--- src/protect_pkg.sv ---
// Purpose: shared constants and types for the protect-register programming block
// Assumes: 40 MHz mclk; serial pins sampled by mclk through two flip-flops
// Notes: write cycle time is a plain default, shortened in simulation via a parameter
// Notes on behaviour
// - select fall after clear starts timed clear
// - store saves address; at and above refuse programming
// - store accepted only after a clear
// - store needs unlock as the previous instruction
// - select fall after store/lock starts timed programming
// - lock makes the register permanently unchangeable
// - lock needs unlock as the previous instruction
// - busy while internal operation runs, no commands
// - select high while busy: data-out low/high
// - data-out floats whenever select is low
// - select toggling never disturbs running programming
// - start bit after ready floats data-out again
// - that start bit begins command; select low resets
// - clear loads all ones; top address writable
// - unlock needs write-enable and both pins high
// - register holds six-bit protection start address
// - status polled by select alone, no clock
package protect_pkg;
  // timing
  localparam int WRITE_TIME_US = 10;                    // write cycle time, microseconds
  localparam int CLK_MHZ       = 40;                    // mclk rate
  localparam int TWP_DEFAULT   = WRITE_TIME_US * CLK_MHZ; // cycles of a write cycle
  localparam int BUSY_W        = 20;                    // busy counter width
  localparam int SYNC_W        = 5;                     // synchronised pins
  // command framing
  localparam logic [3:0] CMD_BITS  = 4'h8;              // opcode plus address after start
  localparam logic [3:0] CNT_SAT   = 4'h9;              // overlong frame marker
  localparam logic [1:0] OPC_MISC  = 2'h0;              // unlock / lock group
  localparam logic [1:0] OPC_STORE = 2'h1;              // protect store opcode
  localparam logic [1:0] OPC_CLEAR = 2'h3;              // protect clear opcode
  localparam logic [1:0] TOP_UNLOCK = 2'h3;             // address top bits of unlock
  localparam logic [1:0] TOP_LOCK   = 2'h0;             // address top bits of lock
  localparam logic [5:0] ADDR_ALL_ONES = 6'h3F;         // cleared register value
  localparam logic       LOCK_RESET    = 1'h0;          // lock state after reset
  localparam logic       CLEARED_RESET = 1'h1;          // cleared state after reset

  typedef enum logic { PH_IDLE = 1'b0, PH_SHIFT = 1'b1 } phase_e;
  typedef enum logic [1:0]
  {
    OP_NONE  = 2'b00,
    OP_CLEAR = 2'b01,
    OP_STORE = 2'b10,
    OP_LOCK  = 2'b11
  } op_e;

  // serial pins as one carrier
  typedef struct packed {
    logic cs;    // chip select
    logic sk;    // serial_clock
    logic di;    // serial_data_in
    logic pe;    // program_enable_pin
    logic psel;  // protect select
  } pins_s;
endpackage

--- src/protect_register_programming.sv ---
// Purpose: protect-register clear, store and lock with ready/busy on data-out
// Assumes: write enable comes from same-clock logic; pins via sync_pins
// Notes: protection state is volatile here and restarts at reset defaults
`timescale 1ns/100ps
module protect_register_programming
  import protect_pkg::*;
#(
  parameter int TWP_CYCLES = TWP_DEFAULT  // write cycle length in mclk cycles
)
(
  input  wire logic       mclk,         // 40 MHz clock
  input  wire logic       rst,          // async reset, high
  input  wire logic       csPin,        // chip select pin
  input  wire logic       serialClock,  // serial_clock pin
  input  wire logic       serialDataIn, // serial_data_in pin
  input  wire logic       progEnPin,    // program_enable_pin
  input  wire logic       protSelPin,   // protect select pin
  input  wire logic       writeEnabled, // write-enable state, same clock
  input  wire logic [5:0] memAddr,      // address queried for writability
  output logic            doutPin,      // data-out value
  output logic            doutOeN,      // data-out enable, low drives
  output logic            busy,         // internal operation running
  output logic [5:0]      protAddr,     // protection start address
  output logic            protLocked,   // register permanently locked
  output logic            addrWritable  // memAddr may be programmed
);
  localparam logic [BUSY_W-1:0] TWP_LOAD = BUSY_W'(TWP_CYCLES); // busy reload

  // whole block state
  typedef struct packed {
    phase_e            phase;        // frame phase
    logic [3:0]        bitCnt;       // bits after start
    logic [7:0]        shift;        // opcode and address
    logic              pinsOk;       // both pins high so far
    logic              unlock;       // unlock pending
    logic              cleared;      // register emptied by clear
    logic              locked;       // permanent lock
    logic [5:0]        protAddr;     // protection start address
    op_e               pendOp;       // op applied at end of cycle
    logic [BUSY_W-1:0] busyCnt;      // write cycle countdown
    logic              statusShow;   // status indication armed
    logic              doutPin;      // data-out flop
    logic              doutOeN;      // enable flop
    logic              busy;         // busy flop
    logic              addrWritable; // writability flop
  } state_s;

  state_s st_r;   // state
  state_s st_nxt; // next state
  pins_s  lvl;    // synced levels
  pins_s  rise;   // rising pulses
  pins_s  fall;   // falling pulses

  // bring pins into the mclk domain
  sync_pins u_sync
  (
    .mclk   (mclk),
    .rst    (rst),
    .pinsIn ('{cs: csPin, sk: serialClock, di: serialDataIn,
               pe: progEnPin, psel: protSelPin}),
    .lvl    (lvl),
    .rise   (rise),
    .fall   (fall)
  );

  logic       busyNow;   // countdown running
  logic       csFall;    // select falling edge
  logic       frameEnd;  // select fall closing a frame
  logic       skRise;    // usable clock edge
  logic       full;      // exactly a whole command
  logic [1:0] opc;       // received opcode
  logic [5:0] adr;       // received address
  logic       isUnlock;  // frame is unlock
  logic       pinsGood;  // pins held high all frame
  op_e        wantOp;    // protect op requested
  logic       accept;    // protect op accepted

  assign busyNow  = st_r.busyCnt != '0;
  assign csFall   = fall.cs; // select fall from the synchroniser history
  // select edges while busy never reach the decoder
  assign frameEnd = csFall && st_r.phase == PH_SHIFT && !busyNow;
  assign skRise   = rise.sk && lvl.cs && !busyNow;
  assign full     = st_r.bitCnt == CMD_BITS;
  assign opc      = st_r.shift[7:6];
  assign adr      = st_r.shift[5:0];
  assign pinsGood = st_r.pinsOk && lvl.pe && lvl.psel;
  assign isUnlock = full && opc == OPC_MISC && adr[5:4] == TOP_UNLOCK;

  // decode requested protect op
  always_comb
  begin
    wantOp = OP_NONE;
    if (full && opc == OPC_CLEAR)
      wantOp = OP_CLEAR;
    else if (full && opc == OPC_STORE)
      wantOp = OP_STORE;
    else if (full && opc == OPC_MISC && adr[5:4] == TOP_LOCK)
      wantOp = OP_LOCK;
  end

  // all enabling conditions, else ignored except that unlock still drops
  assign accept = frameEnd && wantOp != OP_NONE && st_r.unlock
                  && pinsGood && !st_r.locked
                  && (wantOp != OP_STORE || st_r.cleared);

  // next-state logic
  always_comb
  begin
    st_nxt = st_r;
    // at or above start address refuses, all ones keeps top open
    st_nxt.addrWritable = (memAddr < st_r.protAddr)
                          || (st_r.protAddr == ADDR_ALL_ONES);
    // pins must stay high through the frame
    if (st_r.phase == PH_SHIFT)
      st_nxt.pinsOk = st_r.pinsOk & lvl.pe & lvl.psel;
    // select low resets the command front end
    if (!lvl.cs)
      st_nxt.phase = PH_IDLE;
    if (frameEnd)
    begin
      // every executed frame drops unlock unless it is a valid unlock
      st_nxt.unlock = isUnlock && writeEnabled && pinsGood;
      if (accept)
      begin
        st_nxt.pendOp     = wantOp;
        st_nxt.busyCnt    = TWP_LOAD;
        st_nxt.statusShow = 1'b1;
      end
    end
    else if (skRise)
    begin
      if (st_r.phase == PH_IDLE)
      begin
        // leading zeros ignored; a one is the start bit
        if (lvl.di)
        begin
          st_nxt.phase      = PH_SHIFT;
          st_nxt.bitCnt     = '0;
          st_nxt.pinsOk     = lvl.pe & lvl.psel;
          st_nxt.statusShow = 1'b0;
        end
      end
      else
      begin
        // shift msb first, count saturates on overlong frames
        st_nxt.shift = {st_r.shift[6:0], lvl.di};
        if (st_r.bitCnt != CNT_SAT)
          st_nxt.bitCnt = st_r.bitCnt + 4'h1;
      end
    end
    // write cycle countdown, result lands at its end
    if (busyNow)
    begin
      st_nxt.busyCnt = st_r.busyCnt - BUSY_W'(1);
      if (st_r.busyCnt == BUSY_W'(1))
      begin
        case (st_r.pendOp)
          OP_CLEAR:
          begin
            st_nxt.protAddr = ADDR_ALL_ONES;
            st_nxt.cleared  = 1'b1;
          end
          OP_STORE:
          begin
            st_nxt.protAddr = adr;
            st_nxt.cleared  = 1'b0;
          end
          OP_LOCK:
            st_nxt.locked = 1'b1;
          default:
            st_nxt.locked = st_r.locked;
        endcase
        st_nxt.pendOp = OP_NONE;
      end
    end
    // data-out: status only while select high, polled without clock
    st_nxt.doutOeN = !(lvl.cs && st_r.statusShow);
    st_nxt.doutPin = !busyNow;
    st_nxt.busy    = busyNow;
  end

  // register state
  always_ff @(posedge mclk or posedge rst)
  begin
    if (rst)
    begin
      st_r          <= '0;
      st_r.protAddr <= ADDR_ALL_ONES;
      st_r.cleared  <= CLEARED_RESET;
      st_r.locked   <= LOCK_RESET;
      st_r.doutOeN  <= 1'b1;
      st_r.doutPin  <= 1'b1;
      st_r.pendOp   <= OP_NONE;
      st_r.phase    <= PH_IDLE;
    end
    else
      st_r <= st_nxt;
  end

  assign doutPin      = st_r.doutPin;
  assign doutOeN      = st_r.doutOeN;
  assign busy         = st_r.busy;
  assign protAddr     = st_r.protAddr;
  assign protLocked   = st_r.locked;
  assign addrWritable = st_r.addrWritable;

  // data-out floats one cycle after select is seen low
  a_dout_float: assert property (@(posedge mclk) disable iff (rst)
    !lvl.cs |=> doutOeN)
    else $error("data-out driven while select low");

  // driven value is the inverse of busy
  a_ready_level: assert property (@(posedge mclk) disable iff (rst)
    !doutOeN |-> doutPin == !busy)
    else $error("data-out level disagrees with busy");

  // locked register never changes again
  a_lock_sticky: assert property (@(posedge mclk) disable iff (rst)
    protLocked |=> protLocked && $stable(protAddr))
    else $error("locked register changed");

  // store only after a clear
  a_store_cleared: assert property (@(posedge mclk) disable iff (rst)
    accept && wantOp == OP_STORE |-> st_r.cleared)
    else $error("store accepted without prior clear");

  // accepted op was preceded by unlock, then busy follows
  a_unlock_first: assert property (@(posedge mclk) disable iff (rst)
    accept |-> st_r.unlock ##1 (busyNow && !st_r.unlock) ##1 busy)
    else $error("protect op without unlock or no busy");

  // no command taken while busy
  a_busy_blocks: assert property (@(posedge mclk) disable iff (rst)
    busyNow |-> !accept && !skRise)
    else $error("command taken while busy");

  // clear ends with all ones
  a_clear_ones: assert property (@(posedge mclk) disable iff (rst)
    st_r.busyCnt == BUSY_W'(1) && st_r.pendOp == OP_CLEAR
    |=> protAddr == ADDR_ALL_ONES && st_r.cleared)
    else $error("clear did not load all ones");

  // protected address reads back not writable
  a_refuse_prot: assert property (@(posedge mclk) disable iff (rst)
    memAddr >= protAddr && protAddr != ADDR_ALL_ONES |=> !addrWritable)
    else $error("protected address reported writable");

  // start bit disarms status indication
  a_start_clears: assert property (@(posedge mclk) disable iff (rst)
    skRise && st_r.phase == PH_IDLE && lvl.di && !frameEnd |=> !st_r.statusShow)
    else $error("start bit left status armed");

  // a non-unlock frame cancels unlock
  a_unlock_drop: assert property (@(posedge mclk) disable iff (rst)
    frameEnd && !isUnlock |=> !st_r.unlock)
    else $error("unlock survived another instruction");

  // valid clear launches a timed clear
  a_clear_launch: assert property (@(posedge mclk) disable iff (rst)
    frameEnd && wantOp == OP_CLEAR && st_r.unlock && pinsGood && !st_r.locked
    |=> busyNow && st_r.pendOp == OP_CLEAR && st_r.busyCnt == TWP_LOAD)
    else $error("valid clear did not start a write cycle");

  // valid store or lock launches programming
  a_prog_launch: assert property (@(posedge mclk) disable iff (rst)
    frameEnd && st_r.unlock && pinsGood && !st_r.locked
    && (wantOp == OP_LOCK || (wantOp == OP_STORE && st_r.cleared))
    |=> busyNow && st_r.pendOp == $past(wantOp))
    else $error("valid store or lock did not start programming");

  // lock only right after unlock
  a_lock_unlock: assert property (@(posedge mclk) disable iff (rst)
    accept && wantOp == OP_LOCK |-> st_r.unlock)
    else $error("lock accepted without unlock");

  // stored address lands at end of cycle
  a_store_addr: assert property (@(posedge mclk) disable iff (rst)
    st_r.busyCnt == BUSY_W'(1) && st_r.pendOp == OP_STORE
    |=> protAddr == $past(adr) && !st_r.cleared)
    else $error("store did not land its address");

  // unlock set only with write enable and both pins
  a_unlock_set: assert property (@(posedge mclk) disable iff (rst)
    frameEnd && isUnlock |=> st_r.unlock == ($past(writeEnabled) && $past(pinsGood)))
    else $error("unlock state disagrees with its conditions");

  // refused protect op starts no cycle and leaves address and lock unchanged
  a_refused_idle: assert property (@(posedge mclk) disable iff (rst)
    frameEnd && wantOp != OP_NONE && !accept
    |=> !busyNow && $stable(protAddr) && $stable(protLocked))
    else $error("refused protect op had an effect");

  // countdown runs on whatever select does
  a_cycle_runs: assert property (@(posedge mclk) disable iff (rst)
    busyNow |=> st_r.busyCnt == $past(st_r.busyCnt) - BUSY_W'(1))
    else $error("write cycle disturbed");

  // busy flag follows a running cycle
  a_busy_flag: assert property (@(posedge mclk) disable iff (rst)
    busyNow |=> busy)
    else $error("busy not reported during write cycle");

  // select low returns the front end to idle
  a_cs_resets: assert property (@(posedge mclk) disable iff (rst)
    !lvl.cs |=> st_r.phase == PH_IDLE)
    else $error("frame survived select low");

  // status shows while select high, no clock needed
  a_poll_shows: assert property (@(posedge mclk) disable iff (rst)
    lvl.cs && st_r.statusShow |=> !doutOeN)
    else $error("status not shown with select high");

  // all ones keeps every address writable
  a_top_open: assert property (@(posedge mclk) disable iff (rst)
    protAddr == ADDR_ALL_ONES |=> addrWritable)
    else $error("top address refused after clear");
endmodule

--- src/sync_pins.sv ---
// Purpose: two-flop synchroniser and edge finder for the serial pins
// Assumes: pins are asynchronous to mclk
// Notes: edges come from the second and third stages only
`timescale 1ns/100ps
module sync_pins
  import protect_pkg::*;
(
  input  wire logic  mclk,    // system clock
  input  wire logic  rst,     // async reset, high
  input  wire pins_s pinsIn,  // raw pins
  output pins_s      lvl,     // synchronised levels
  output pins_s      rise,    // one-cycle rising pulses
  output pins_s      fall     // one-cycle falling pulses
);
  typedef struct packed {
    logic [SYNC_W-1:0] s1;  // first stage, read only by s2
    logic [SYNC_W-1:0] s2;  // second stage
    logic [SYNC_W-1:0] s3;  // history for edges
  } sync_s;

  sync_s st_r;   // state
  sync_s st_nxt; // next state

  // shift pins through the stages
  always_comb
  begin
    st_nxt    = st_r;
    st_nxt.s1 = pinsIn;
    st_nxt.s2 = st_r.s1;
    st_nxt.s3 = st_r.s2;
  end

  // register stages
  always_ff @(posedge mclk or posedge rst)
  begin
    if (rst)
      st_r <= '0;
    else
      st_r <= st_nxt;
  end

  assign lvl  = st_r.s2;
  assign rise = st_r.s2 & ~st_r.s3;
  assign fall = ~st_r.s2 & st_r.s3;
endmodule

--- config.mk ---
export PLATFORM = sky130hd
export DESIGN_NAME = protect_register_programming
export DESIGN_NICKNAME = d
export VERILOG_FILES = /design/src/protect_pkg.sv /design/src/protect_register_programming.sv /design/src/sync_pins.sv
export SDC_FILE = /design/constraint.sdc
export NUM_CORES = 1
export LEC_CHECK = 0
export ABC_AREA = 1
export BUFFER_PORTS_ARGS = -buffer_cell sky130_fd_sc_hd__buf_2
export CORE_AREA = 2 2 89 91
export DETAILED_ROUTE_END_ITERATION = 16
export DIE_AREA = 0 0 91 93
export GPL_TIMING_DRIVEN = 0
export HOLD_SLACK_MARGIN = 0.02
export PLACE_DENSITY = 0.69
export SETUP_SLACK_MARGIN = 0.05
export SYNTH_ARGS = -nofsm -noshare
export SYNTH_HDL_FRONTEND = slang
export SYNTH_HIERARCHICAL = 1
export SYNTH_SLANG_ARGS = --single-unit
--- constraint.sdc ---
create_clock -name mclk -period 3.2 [get_ports mclk]
set_input_delay 0.64 -clock mclk [delete_from_list [all_inputs] [get_ports mclk]]
set_output_delay 0.64 -clock mclk [all_outputs]
set_load 0.01 [all_outputs]
; ---- Word level (Yosys, flattened, before mapping)
; Cells that the tools add are included.
[word_totals]
input_bits = 14
out_inout_bits = 11
register_bits = 65
word_cells = 107
[op_classes]
muxes = 24
add_sub_neg = 2
reduce_logical = 40
order_cmp = 1
bitwise_logic = 8
eq_ne = 14
[ops]
columns = operator, count
row1 = 22-bit 2-to-1 mux, 2
row2 = 14-bit 2-to-1 mux, 2
row3 = 23-bit 2-to-1 mux, 1
row4 = 20-bit by 1-bit == test with 1-bit output (second input constant), 1
row5 = 20-bit nonzero test, 1
row6 = 20-bit by 1-bit subtractor with 20-bit output (second input constant), 1
row7 = 1-bit logical AND, 19
row8 = 2-bit nonzero test, 7
row9 = 6-bit case mux with 2 select lines, 1
row10 = 1-bit 2-to-1 mux, 9
row11 = 3-bit AND reduction, 3
row12 = 2-bit == test (second input constant), 4
row13 = 2-bit 2-to-1 mux, 4
row14 = 4-bit 2-to-1 mux, 2
row15 = 8-bit 2-to-1 mux, 1
row16 = 4-bit AND reduction, 2
row17 = 6-bit == test (second input constant), 1
row18 = 6-bit less-than comparator, 1
row19 = 2-bit by 1-bit != test with 1-bit output (second input constant), 3
row20 = 5-bit bitwise AND, 1
row21 = 5-bit 2-to-1 mux, 1
row22 = 5-bit NOT, 1
row23 = 4-bit by 1-bit adder with 4-bit output (second input constant), 1
row24 = 4-bit bitwise AND, 1
row25 = 12 further kinds, 19

; ---- Logic depth before layout (Yosys ltp)
; Gate-level depths: netlist of the first run.
[logic_depth]
word_depth = 16
depth_mapped = 12
depth_no_buf = 12

; ---- By module
; The synthesis of the first run kept the hierarchy.
[by_module_without_submodules]
columns = mod, instances, cells_each, area_per_inst_um2, seq_area_each_um2
row1 = protect_register_programming, 1, 331, 2820.2, 1262.5
row2 = sync_pins, 1, 41, 491.7, 375.4

; ---- Least setup slack after synthesis of the first run
; No wires, ideal clock.
[synth_path]
path_kind = flip-flop to flip-flop
start = register st_r[5] (netlist name)
end = register st_r[23] (netlist name)
t_arrival_ps = 1395
stages_incl_launch_ff = 9
required_ps = 3077
path_buffers = 0
setup_slack_ps = 1683
period_less_slack_ps = 1517
setup_time_ps = 123
path_cell_list = dfrtp_1 inv_1 ha_1 nand2_1 nor2_2 nand2_1 nor2_1 nand3_1 xnor2_1
[synth_via]
elab_chain_cells = 10
word_cells_on_any_way = 13
classes_between = add/sub: 1 / mux: 1 / reduce/logical: 11
[synth_rtl]
columns = element, line_no
row1 = "start, declared", protect_register_programming.sv:48  ; state_s st_r;
row2 = "start signal, assigned", protect_register_programming.sv:197  ; st_r <= st_nxt;
row3 = branches (longest 10 deep; another with 20-bit by 1-bit subtractor with 20-bit output), --
; Parallel ways; which one is timed is not known.
; A chain may end at the register's enable or synchronous reset.

; ---- Worst setup path after layout of the first run
[layout_path]
start = register protAddr[3] (netlist name)
end = output protAddr[3]
[layout_rtl]
columns = element, line_no
row1 = "end, declared", protect_register_programming.sv:23  ; output logic [5:0] protAddr,
; No word-level cell between the ends.

==> impl_metrics.csv, run 1 <==
group,metric,value,unit
final_layout,nets,415,
timing,worst_pin_slew,0.529,ns
die,num_io_pins,25,
placed_design,port_buffers,24,
worst_hold_path,hp-class,"in -> async",
critical_path,crit_chain,"buf_4, buf_2",
critical_path,cp.required,2.56,ns
placed_design,placed_area,0.00344,mm2
timing,relSlewSlack,64.7,%
critical_path,worstReg2RegStart,"st_r[5]",
global_routing,grt_usage,14.1,%
global_routing,globalRoute.totalOverflow,0,
timing,rsz0062_at_grt,"no",
final_layout,syn2layout_area_growth,14.0,%
placed_design,post-dp-hpwl,4050,um
yosys,syn_nets,379,
yosys,ys.warnings.count,6,
clocking,htreeDepth,3,
clocking,cts_resized,0,
clocking,cts_buffer_depth,2,
die,dieArea,0.00846,mm2
final_layout,final_common_cell,"nand2_1",
detailed_routing,routed_wl,5490,um
yosys,post_synth.cell_area_avg,9.00,um2
detailed_routing,via_per_inst,4.66,
critical_path,cp_data_arrival_time,1.12,ns
final_layout,diodes,0,
placed_design,place_inst,479,
final_layout,final_cell_mix,"nand2_1 (71), dfrtp_1 (53), nor2_1 (47)",
global_routing,antenna_found_initial,0,
clocking,cts_setup_buffers,0,
timing,holdWs,0.305,ns
run,cap_violations,0,
clocking,root_buffer,"clkbuf_8",
final_layout,stdcell_area,0.00361,mm2
clocking,path_clk_slew,0.07,ns
final_layout,instances_no_fill,495,
die,dieWidth,91,um
clocking,cts_buffers,9,
final_layout,fill_cells,738,
detailed_routing,drt_iter0_drc,102,
critical_path,r2r_cells,8,
timing,drv_slew,0,
critical_path,critPathMaxFanout,4,
power_and_ir_drop,peakVddDrop,0.000290,V
timing,period_share,54.8,%
die,start_util,42.1,%
clocking,cts_tree,"done",
critical_path,critPathSlowestCell,"dfstp_2",
placed_design,gp_congestion,0.771,
die,rows,32,
run_status,status,"complete, no violations",
timing,setup_viol,0,
detailed_routing,post-route-drc-count,0,
clocking,cts_hold_buf,0,
die,core_region_area,0.00753,mm2
detailed_routing,drt-pass1-iter-count,4,
detailed_routing,wl_per_cell,11.1,um
global_routing,grt_pass1_vias,2192,
timing,fin_ws,1.44,ns
critical_path,worstSetupPathType,"reg -> out",
critical_path,cp_num_buf_inv,2,
timing,hold_viol_final,0,
die,die_h,93,um
timing,finClkSkew,0.0121,ns
critical_path,slowest_delay,0.56,ns
clocking,clock_latency,0.34,ns
power_and_ir_drop,p_leak,1.90,nW
critical_path,critical-path-top-delay-family,"flip-flops",
final_layout,drive_gt1_share,22.9,%
timing,min_period,1.76,ns
critical_path,critPathLaunchType,"flop",
yosys,syn_inst,352,
detailed_routing,dr_total_vias,2308,
detailed_routing,ant_nets,0,
critical_path,r2r_slack,1.44,ns
placed_design,dp_slack,1.48,ns
timing,setup_tns,0,ns
critical_path,end_kind,"output pin",
global_routing,grt_start_max_net_pins,28,
power_and_ir_drop,powerDensity,424,mW/mm2
critical_path,worst_r2r_endpoint,"st_r[23]",
global_routing,grt_first_pass_wirelength,9590,um
yosys,syn_area,0.00317,mm2
timing,max_clock_freq,0.570,GHz
clocking,clkSinkCount,62,
layer usage:
| metal | up-vias | part of all wire [%] | wire (um) | track usage [%] |
|---|---|---|---|---|
| met5 | - | 0 | 0 | 0 |
| met4 | 0 | 1.8 | 99 | 7.58 |
| met3 | 9 | 3.6 | 200 | 2.98 |
| met2 | 35 | 46 | 2540 | 23.3 |
| met1 | 1088 | 48 | 2650 | 17.4 |
| li1 | 1176 | - | - | - |
through the flow:
| stage | total power [mW] | util (%) |
|---|---|---|
| finish | 1.53 | 48.0 |
| global route | 1.60 | 48.0 |
| CTS | 1.55 | 48.0 |
| detailed placement | 0.942 | 45.7 |
| global placement | 0.933 | 45.4 |
| floorplan | 0.909 | - |
final cells by class:
class	count	area, um2	area share (%)
sequential	62	1560	43.3
buffer	14	106	2.94
clock inverter	6	37.5	1.04
inverter	43	161	4.47
multi-input combinational	233	1340	37.1
clock buffer	10	138	3.81
tap	102	128	3.53
timing repair buffer	25	140	3.88
how the worst max path moves through the flow:
| stage | startpoint | end | slack [ns] | cells past startpoint |
|---|---|---|---|---|
| floorplan | rst | addrWritable | 1.37 | 1 |
| global placement | rst | st_r[16] | 0.66 | 2 |
| detailed placement | st_r[6] | st_r[23] | 1.48 | 8 |
| CTS | protAddr[3] | protAddr[3] | 1.42 | 2 |
| global route | st_r[6] | st_r[23] | 1.30 | 8 |
| finish | protAddr[3] | protAddr[3] | 1.44 | 2 |
power by group:
| part | switching, mW | total (mW) | internal [mW] |
|---|---|---|---|
| clock | 0.308 | 0.606 | 0.297 |
| sequential | 0.0187 | 0.833 | 0.814 |
| combinational | 0.0559 | 0.0924 | 0.0365 |
registers in the layout, indices dropped and copies added (netlist names):
name / cells
st_r: 31
doutPin: 1
protAddr: 6
protLocked: 1
u_sync/lvl: 5
u_sync/st_nxt: 5
doutOeN: 1
adr: 6
busy: 1
addrWritable: 1
opc: 2
u_sync/st_r: 2
Note: power is estimated with default switching activity, not from simulation.
==> run 2, diff against run 1 <==
==> constraint.sdc (replaced) <==
create_clock -name mclk -period 1.65 [get_ports mclk]
set_input_delay 0.33 -clock mclk [delete_from_list [all_inputs] [get_ports mclk]]
set_output_delay 0.33 -clock mclk [all_outputs]
set_load 0.01 [all_outputs]
==> impl_metrics.csv, run 2 (same netlist as run 1, synthesis figures left out) <==
group,metric,value,unit
placed_design,port_buffers,24,
die,dieWidth,91,um
placed_design,place_inst,479,
die,num_io_pins,25,
clocking,root_buffer,"clkbuf_8",
timing,drv_slew,0,
critical_path,r2r_slack,0.09,ns
final_layout,drive_gt1_share,30.7,%
detailed_routing,drt-pass1-iter-count,6,
critical_path,worstReg2RegStart,"st_r[6]",
run_status,status,"complete, no violations",
global_routing,grt_usage,14.5,%
critical_path,slowest_delay,0.39,ns
critical_path,worst_r2r_endpoint,"st_r[48]",
detailed_routing,via_per_inst,4.64,
die,die_h,93,um
timing,worst_pin_slew,0.527,ns
timing,holdWs,0.0968,ns
final_layout,largest_reg_flops,31,
die,dieArea,0.00846,mm2
worst_hold_path,hp-class,"in -> reg",
placed_design,dp_slack,-0.0690,ns
critical_path,end_kind,"flop",
worst_hold_path,hold_path_depth,1,
detailed_routing,ant_nets,0,
critical_path,cp_num_buf_inv,2,
global_routing,grt_first_pass_wirelength,9860,um
global_routing,grt_start_max_net_pins,28,
final_layout,final_cell_mix,"nand2_1 (65), dfrtp_1 (53), nor2_1 (43)",
critical_path,cp.required,1.93,ns
worst_hold_path,whs_endpoint,"u_sync/st_nxt[6]",
critical_path,r2r_cells,9,
power_and_ir_drop,peakVddDrop,0.000543,V
clocking,clock_latency,0.34,ns
critical_path,critPathMaxFanout,4,
clocking,path_clk_slew,0.07,ns
timing,finClkSkew,0.00956,ns
placed_design,gp_congestion,0.771,
detailed_routing,post-route-drc-count,0,
critical_path,critPathSlowestCell,"dfrtp_1",
critical_path,cp_data_arrival_time,1.84,ns
global_routing,globalRoute.totalOverflow,0,
critical_path,worstSetupPathType,"reg -> reg",
timing,fin_ws,0.0927,ns
timing,setup_viol,0,
detailed_routing,dr_total_vias,2380,
clocking,cts_tree,"done",
die,core_region_area,0.00753,mm2
final_layout,regMostFlops,"st_r",
power_and_ir_drop,powerDensity,776,mW/mm2
final_layout,post-route-util,51.1,%
final_layout,nets,433,
worst_hold_path,worstHoldStart,"progEnPin",
final_layout,instances_no_fill,513,
timing,rsz0062_at_grt,"yes",
die,rows,32,
critical_path,critical-path-top-delay-family,"simple AND/OR/NAND/NOR gates",
final_layout,diodes,0,
detailed_routing,drt_iter0_drc,85,
critical_path,crit_chain,"inv_2, ha_4, nand2_4, nor2_4, nand3_4, nor3_4, buf_4, nand3_1, nand2_1",
timing,min_period,1.56,ns
timing,max_clock_freq,0.642,GHz
clocking,cts_buffer_depth,2,
global_routing,antenna_found_initial,0,
final_layout,final_common_cell,"nand2_1",
critical_path,critPathLaunchType,"flop",
global_routing,grt_pass1_vias,2267,
timing,relSlewSlack,64.8,%
timing,period_share,94.4,%
detailed_routing,routed_wl,5830,um
placed_design,post-dp-hpwl,4050,um
power_and_ir_drop,totalPowerFinal,2.99,mW
run,cap_violations,0,
clocking,clkSinkCount,62,
detailed_routing,wl_per_cell,11.4,um
power_and_ir_drop,p_leak,1.99,nW
clocking,htreeDepth,3,
clocking,cts_buffers,9,
final_layout,syn2layout_area_growth,21.5,%
die,start_util,42.1,%
timing,hold_viol_final,0,
==> run 2: worst max-delay path by stage <==
stage | cells past startpoint | slack, ns | to | startpoint
6_report | 9 | 0.09 | st_r[48] | st_r[6]
5_1_grt | 9 | -0.02 | st_r[45] | st_r[6]
4_1_cts | 9 | 0.04 | adr[3] | st_r[22]
3_5_place_dp | 8 | -0.07 | st_r[23] | st_r[6]
3_3_place_gp | 2 | -0.58 | st_r[16] | rst
2_1_floorplan | 1 | 0.13 | addrWritable | rst
==> run 2: cell type report <==
type / count / area (um2)
Tap cell: 102 / 128
Buffer: 14 / 114
Multi-Input combinational cell: 233 / 1430
Sequential cell: 62 / 1560
Fill cell: 707 / 3680
Timing Repair Buffer: 43 / 278
Inverter: 43 / 161
Clock inverter: 6 / 37.5
Clock buffer: 10 / 138
==> run 2: power by group <==
group / internal, mW / switching [mW] / total (mW)
combinational: 0.0871 / 0.122 / 0.209
sequential: 1.58 / 0.0286 / 1.61
clock: 0.576 / 0.597 / 1.17
total: 2.24 / 0.747 / 2.99
==> run 2: per-layer routing <==
layer  up-vias  routed length, um  track usage, %  share of wire (%)
met5         -                  0               0                  0
met4         0                148            7.58                2.5
met3        13                180            2.98                3.1
met2        46               2770            24.2                 47
met1      1106               2730            17.8                 47
li1       1215                  -               -                  -
==> run 2: metrics by stage <==
stage               instance area (um2)  setup TNS (ns)
detailed placement                 3440          -0.139
global route                       3850          -0.139
global placement                   3420          -25.11
finish                             3850               0
CTS                                3720               0
floorplan                          3170               0
==> run 2: timing repair <==
item,4_1_cts,5_1_grt
setup buffers,12,5
endpoints found under the hold margin,12,0
setup endpoints to repair,24,41
gates resized for setup,5,23
pin swaps,5,11
hold buffers,1,0
==> run 3, diff against run 2 <==
--- a/config.mk
+++ b/config.mk
@@ -7,14 +7,13 @@
 export LEC_CHECK = 0
 export ABC_AREA = 1
 export BUFFER_PORTS_ARGS = -buffer_cell sky130_fd_sc_hd__buf_2
-export CORE_AREA = 2 2 89 91
+export CORE_AREA = 2 2 86 88
 export DETAILED_ROUTE_END_ITERATION = 16
-export DIE_AREA = 0 0 91 93
+export DIE_AREA = 0 0 88 90
 export GPL_TIMING_DRIVEN = 0
 export HOLD_SLACK_MARGIN = 0.02
 export PLACE_DENSITY = 0.69
 export SETUP_SLACK_MARGIN = 0.05
 export SYNTH_ARGS = -nofsm -noshare
 export SYNTH_HDL_FRONTEND = slang
-export SYNTH_HIERARCHICAL = 1
 export SYNTH_SLANG_ARGS = --single-unit
==> impl_metrics.csv, run 3 <==
group,metric,value,unit
run_status,status,"complete, no violations",
critical_path,slowest_delay,0.41,ns
critical_path,worst_r2r_endpoint,"st_r[46]",
yosys,synth_common_cells,"nand2_1 (58), dfrtp_1 (53), nor2_1 (53)",
detailed_routing,drt-pass1-iter-count,4,
global_routing,grt_first_pass_wirelength,9650,um
yosys,synth_edf_count,0,
timing,drv_slew,0,
yosys,synth_cell_types,36,
yosys,synth_flop_cell,"dfrtp_1",
critical_path,critPathSlowestCell,"dfrtp_1",
timing,holdWs,0.0917,ns
critical_path,cp-startpoint,"st_r[13]",
clocking,cts_tree,"done",
die,num_io_pins,25,
yosys,post_synth.cell_area_avg,9.02,um2
yosys,synth_top_area_share,42.8,%
detailed_routing,via_per_inst,4.78,
timing,min_period,1.62,ns
detailed_routing,drt_iter0_drc,169,
final_layout,final_cell_mix,"nand2_1 (53), dfrtp_1 (52), nor2_1 (42)",
yosys,yosysMostFrequentCell,"nand2_1",
critical_path,crit_chain,"nor2_2, nand2_2, nor2_8, nand4_1, nor2_4, nand2_2, nand2_1, nand2_1",
run,cap_violations,0,
global_routing,grt_start_max_net_pins,63,
power_and_ir_drop,powerDensity,822,mW/mm2
worst_hold_path,whs_endpoint,"u_sync.st_nxt[9]",
die,dieWidth,88,um
detailed_routing,ant_nets,0,
clocking,path_clk_slew,0.06,ns
clocking,cts_buffers,9,
final_layout,regMostFlops,"st_r",
clocking,root_buffer,"clkbuf_8",
critical_path,cp.required,1.88,ns
power_and_ir_drop,p_leak,1.96,nW
detailed_routing,dr_total_vias,2398,
detailed_routing,routed_wl,5830,um
timing,relSlewSlack,70.8,%
timing,period_share,98.3,%
final_layout,stdcell_area,0.00387,mm2
yosys,synth_top_area_cell,"dfrtp_1",
critical_path,critical-path-top-delay-family,"simple AND/OR/NAND/NOR gates",
placed_design,gp_congestion,0.824,
clocking,clkSinkCount,62,
yosys,ys_top_cells_by_area,"dfrtp_1 (43%), dfstp_2 (7.6%), nand2_1 (7.0%)",
critical_path,r2r_cells,8,
detailed_routing,wl_per_cell,11.6,um
critical_path,worstSetupPathType,"reg -> reg",
yosys,syn_nets,370,
timing,setup_viol,0,
critical_path,critPathMaxFanout,5,
yosys,ys.warnings.count,0,
detailed_routing,met2WireLength,2780,um
die,rows,31,
timing,setup_tns,0,ns
global_routing,antenna_found_initial,0,
timing,finClkSkew,0.00858,ns
critical_path,critPathLaunchType,"flop",
die,start_util,44.1,%
yosys,syn_area,0.00310,mm2
global_routing,grt_pass1_vias,2263,
die,dieArea,0.00792,mm2
worst_hold_path,worstHoldStart,"csPin",
yosys,ys_seq_elements,62,
final_layout,syn2layout_area_growth,25.1,%
worst_hold_path,hp-class,"in -> reg",
clocking,cts_buffer_depth,2,
global_routing,grt_usage,15.6,%
detailed_routing,top_layer_used,"met4",
clocking,htreeDepth,3,
timing,rsz0062_at_grt,"yes",
worst_hold_path,hold_path_depth,1,
critical_path,r2r_slack,0.03,ns
global_routing,globalRoute.totalOverflow,0,
die,die_h,90,um
final_layout,fill_cells,621,
power_and_ir_drop,peakVddDrop,0.000513,V
die,core_region_area,0.00702,mm2
detailed_routing,wl_met3,191,um
critical_path,end_kind,"flop",
power_and_ir_drop,totalPowerFinal,3.18,mW
final_layout,final_common_cell,"nand2_1",
final_layout,largest_reg_flops,31,
placed_design,port_buffers,24,
final_layout,post-route-util,55.2,%
detailed_routing,drt-met1-wl,2710,um
placed_design,post-dp-hpwl,3860,um
placed_design,placed_area,0.00334,mm2
final_layout,diodes,0,
timing,hold_viol_final,0,
final_layout,nets,425,
yosys,yosysSeqAreaShare,50.5,%
yosys,async_reset_ff_share,100,%
clocking,clock_latency,0.34,ns
timing,worst_pin_slew,0.438,ns
yosys,syn_inst,343,
detailed_routing,post-route-drc-count,0,
critical_path,cp_data_arrival_time,1.85,ns
critical_path,cp_num_buf_inv,0,
final_layout,drive_gt1_share,33.3,%
critical_path,worstReg2RegStart,"st_r[13]",
timing,max_clock_freq,0.616,GHz
-- run 3: logic make-up (layout without fill, tap and decap cells) --
logic type / after synthesis / in the layout / share of synthesized area (%)
simple gates: 165 / 166 / 25.5
flops: 62 / 62 / 50.5
buf+inv: 54 / 113 / 7.60
compound gates: 34 / 34 / 6.87
xor+xnor: 15 / 15 / 4.24
fa+ha+maj: 13 / 13 / 5.25
-- run 3: stage by stage --
stage / std cells / setup WS (ns)
floorplan: 343 / 0.111
global placement: 466 / -0.214
detailed placement: 466 / -0.276
CTS: 487 / 0.0287
global route: 502 / -0.0740
finish: 502 / 0.0274
-- run 3: final cells by class --
cell class | instances | area, um2 | share of cell area [%]
Sequential cell | 62 | 1560 | 40.4
Multi-Input combinational cell | 228 | 1480 | 38.2
Timing Repair Buffer | 43 | 295 | 7.63
Inverter | 46 | 181 | 4.68
Clock buffer | 14 | 153 | 3.94
Tap cell | 99 | 124 | 3.20
Buffer | 8 | 67.6 | 1.74
Clock inverter | 2 | 10.0 | 0.258
-- run 3: timing repair --
| action | CTS | global route |
|---|---|---|
| hold buffers | 0 | 1 |
| pin swaps | 4 | 22 |
| resized for setup | 13 | 38 |
| gates cloned | 0 | 2 |
| endpoints found under the hold margin | 0 | 8 |
| setup endpoints to repair | 29 | 37 |
| setup buffers | 5 | 11 |
-- run 3: worst max path at each step --
stage / to / cells after the start
6_report: st_r[46] / 8
5_1_grt: st_r[46] / 8
4_1_cts: st_r[46] / 8
3_5_place_dp: st_r[46] / 10
3_3_place_gp: st_r[46] / 10
2_1_floorplan: st_r[45] / 10
-- run 3: metal layers --
layer,track usage [%],up-vias
met5,0,-
met4,9.10,0
met3,3.40,12
met2,23.8,42
met1,20.3,1146
li1,-,1198
-- run 3: report_power, final --
group          switching (mW)  internal [mW]
sequential             0.0874           1.63
combinational           0.193          0.144
clock                   0.547          0.583
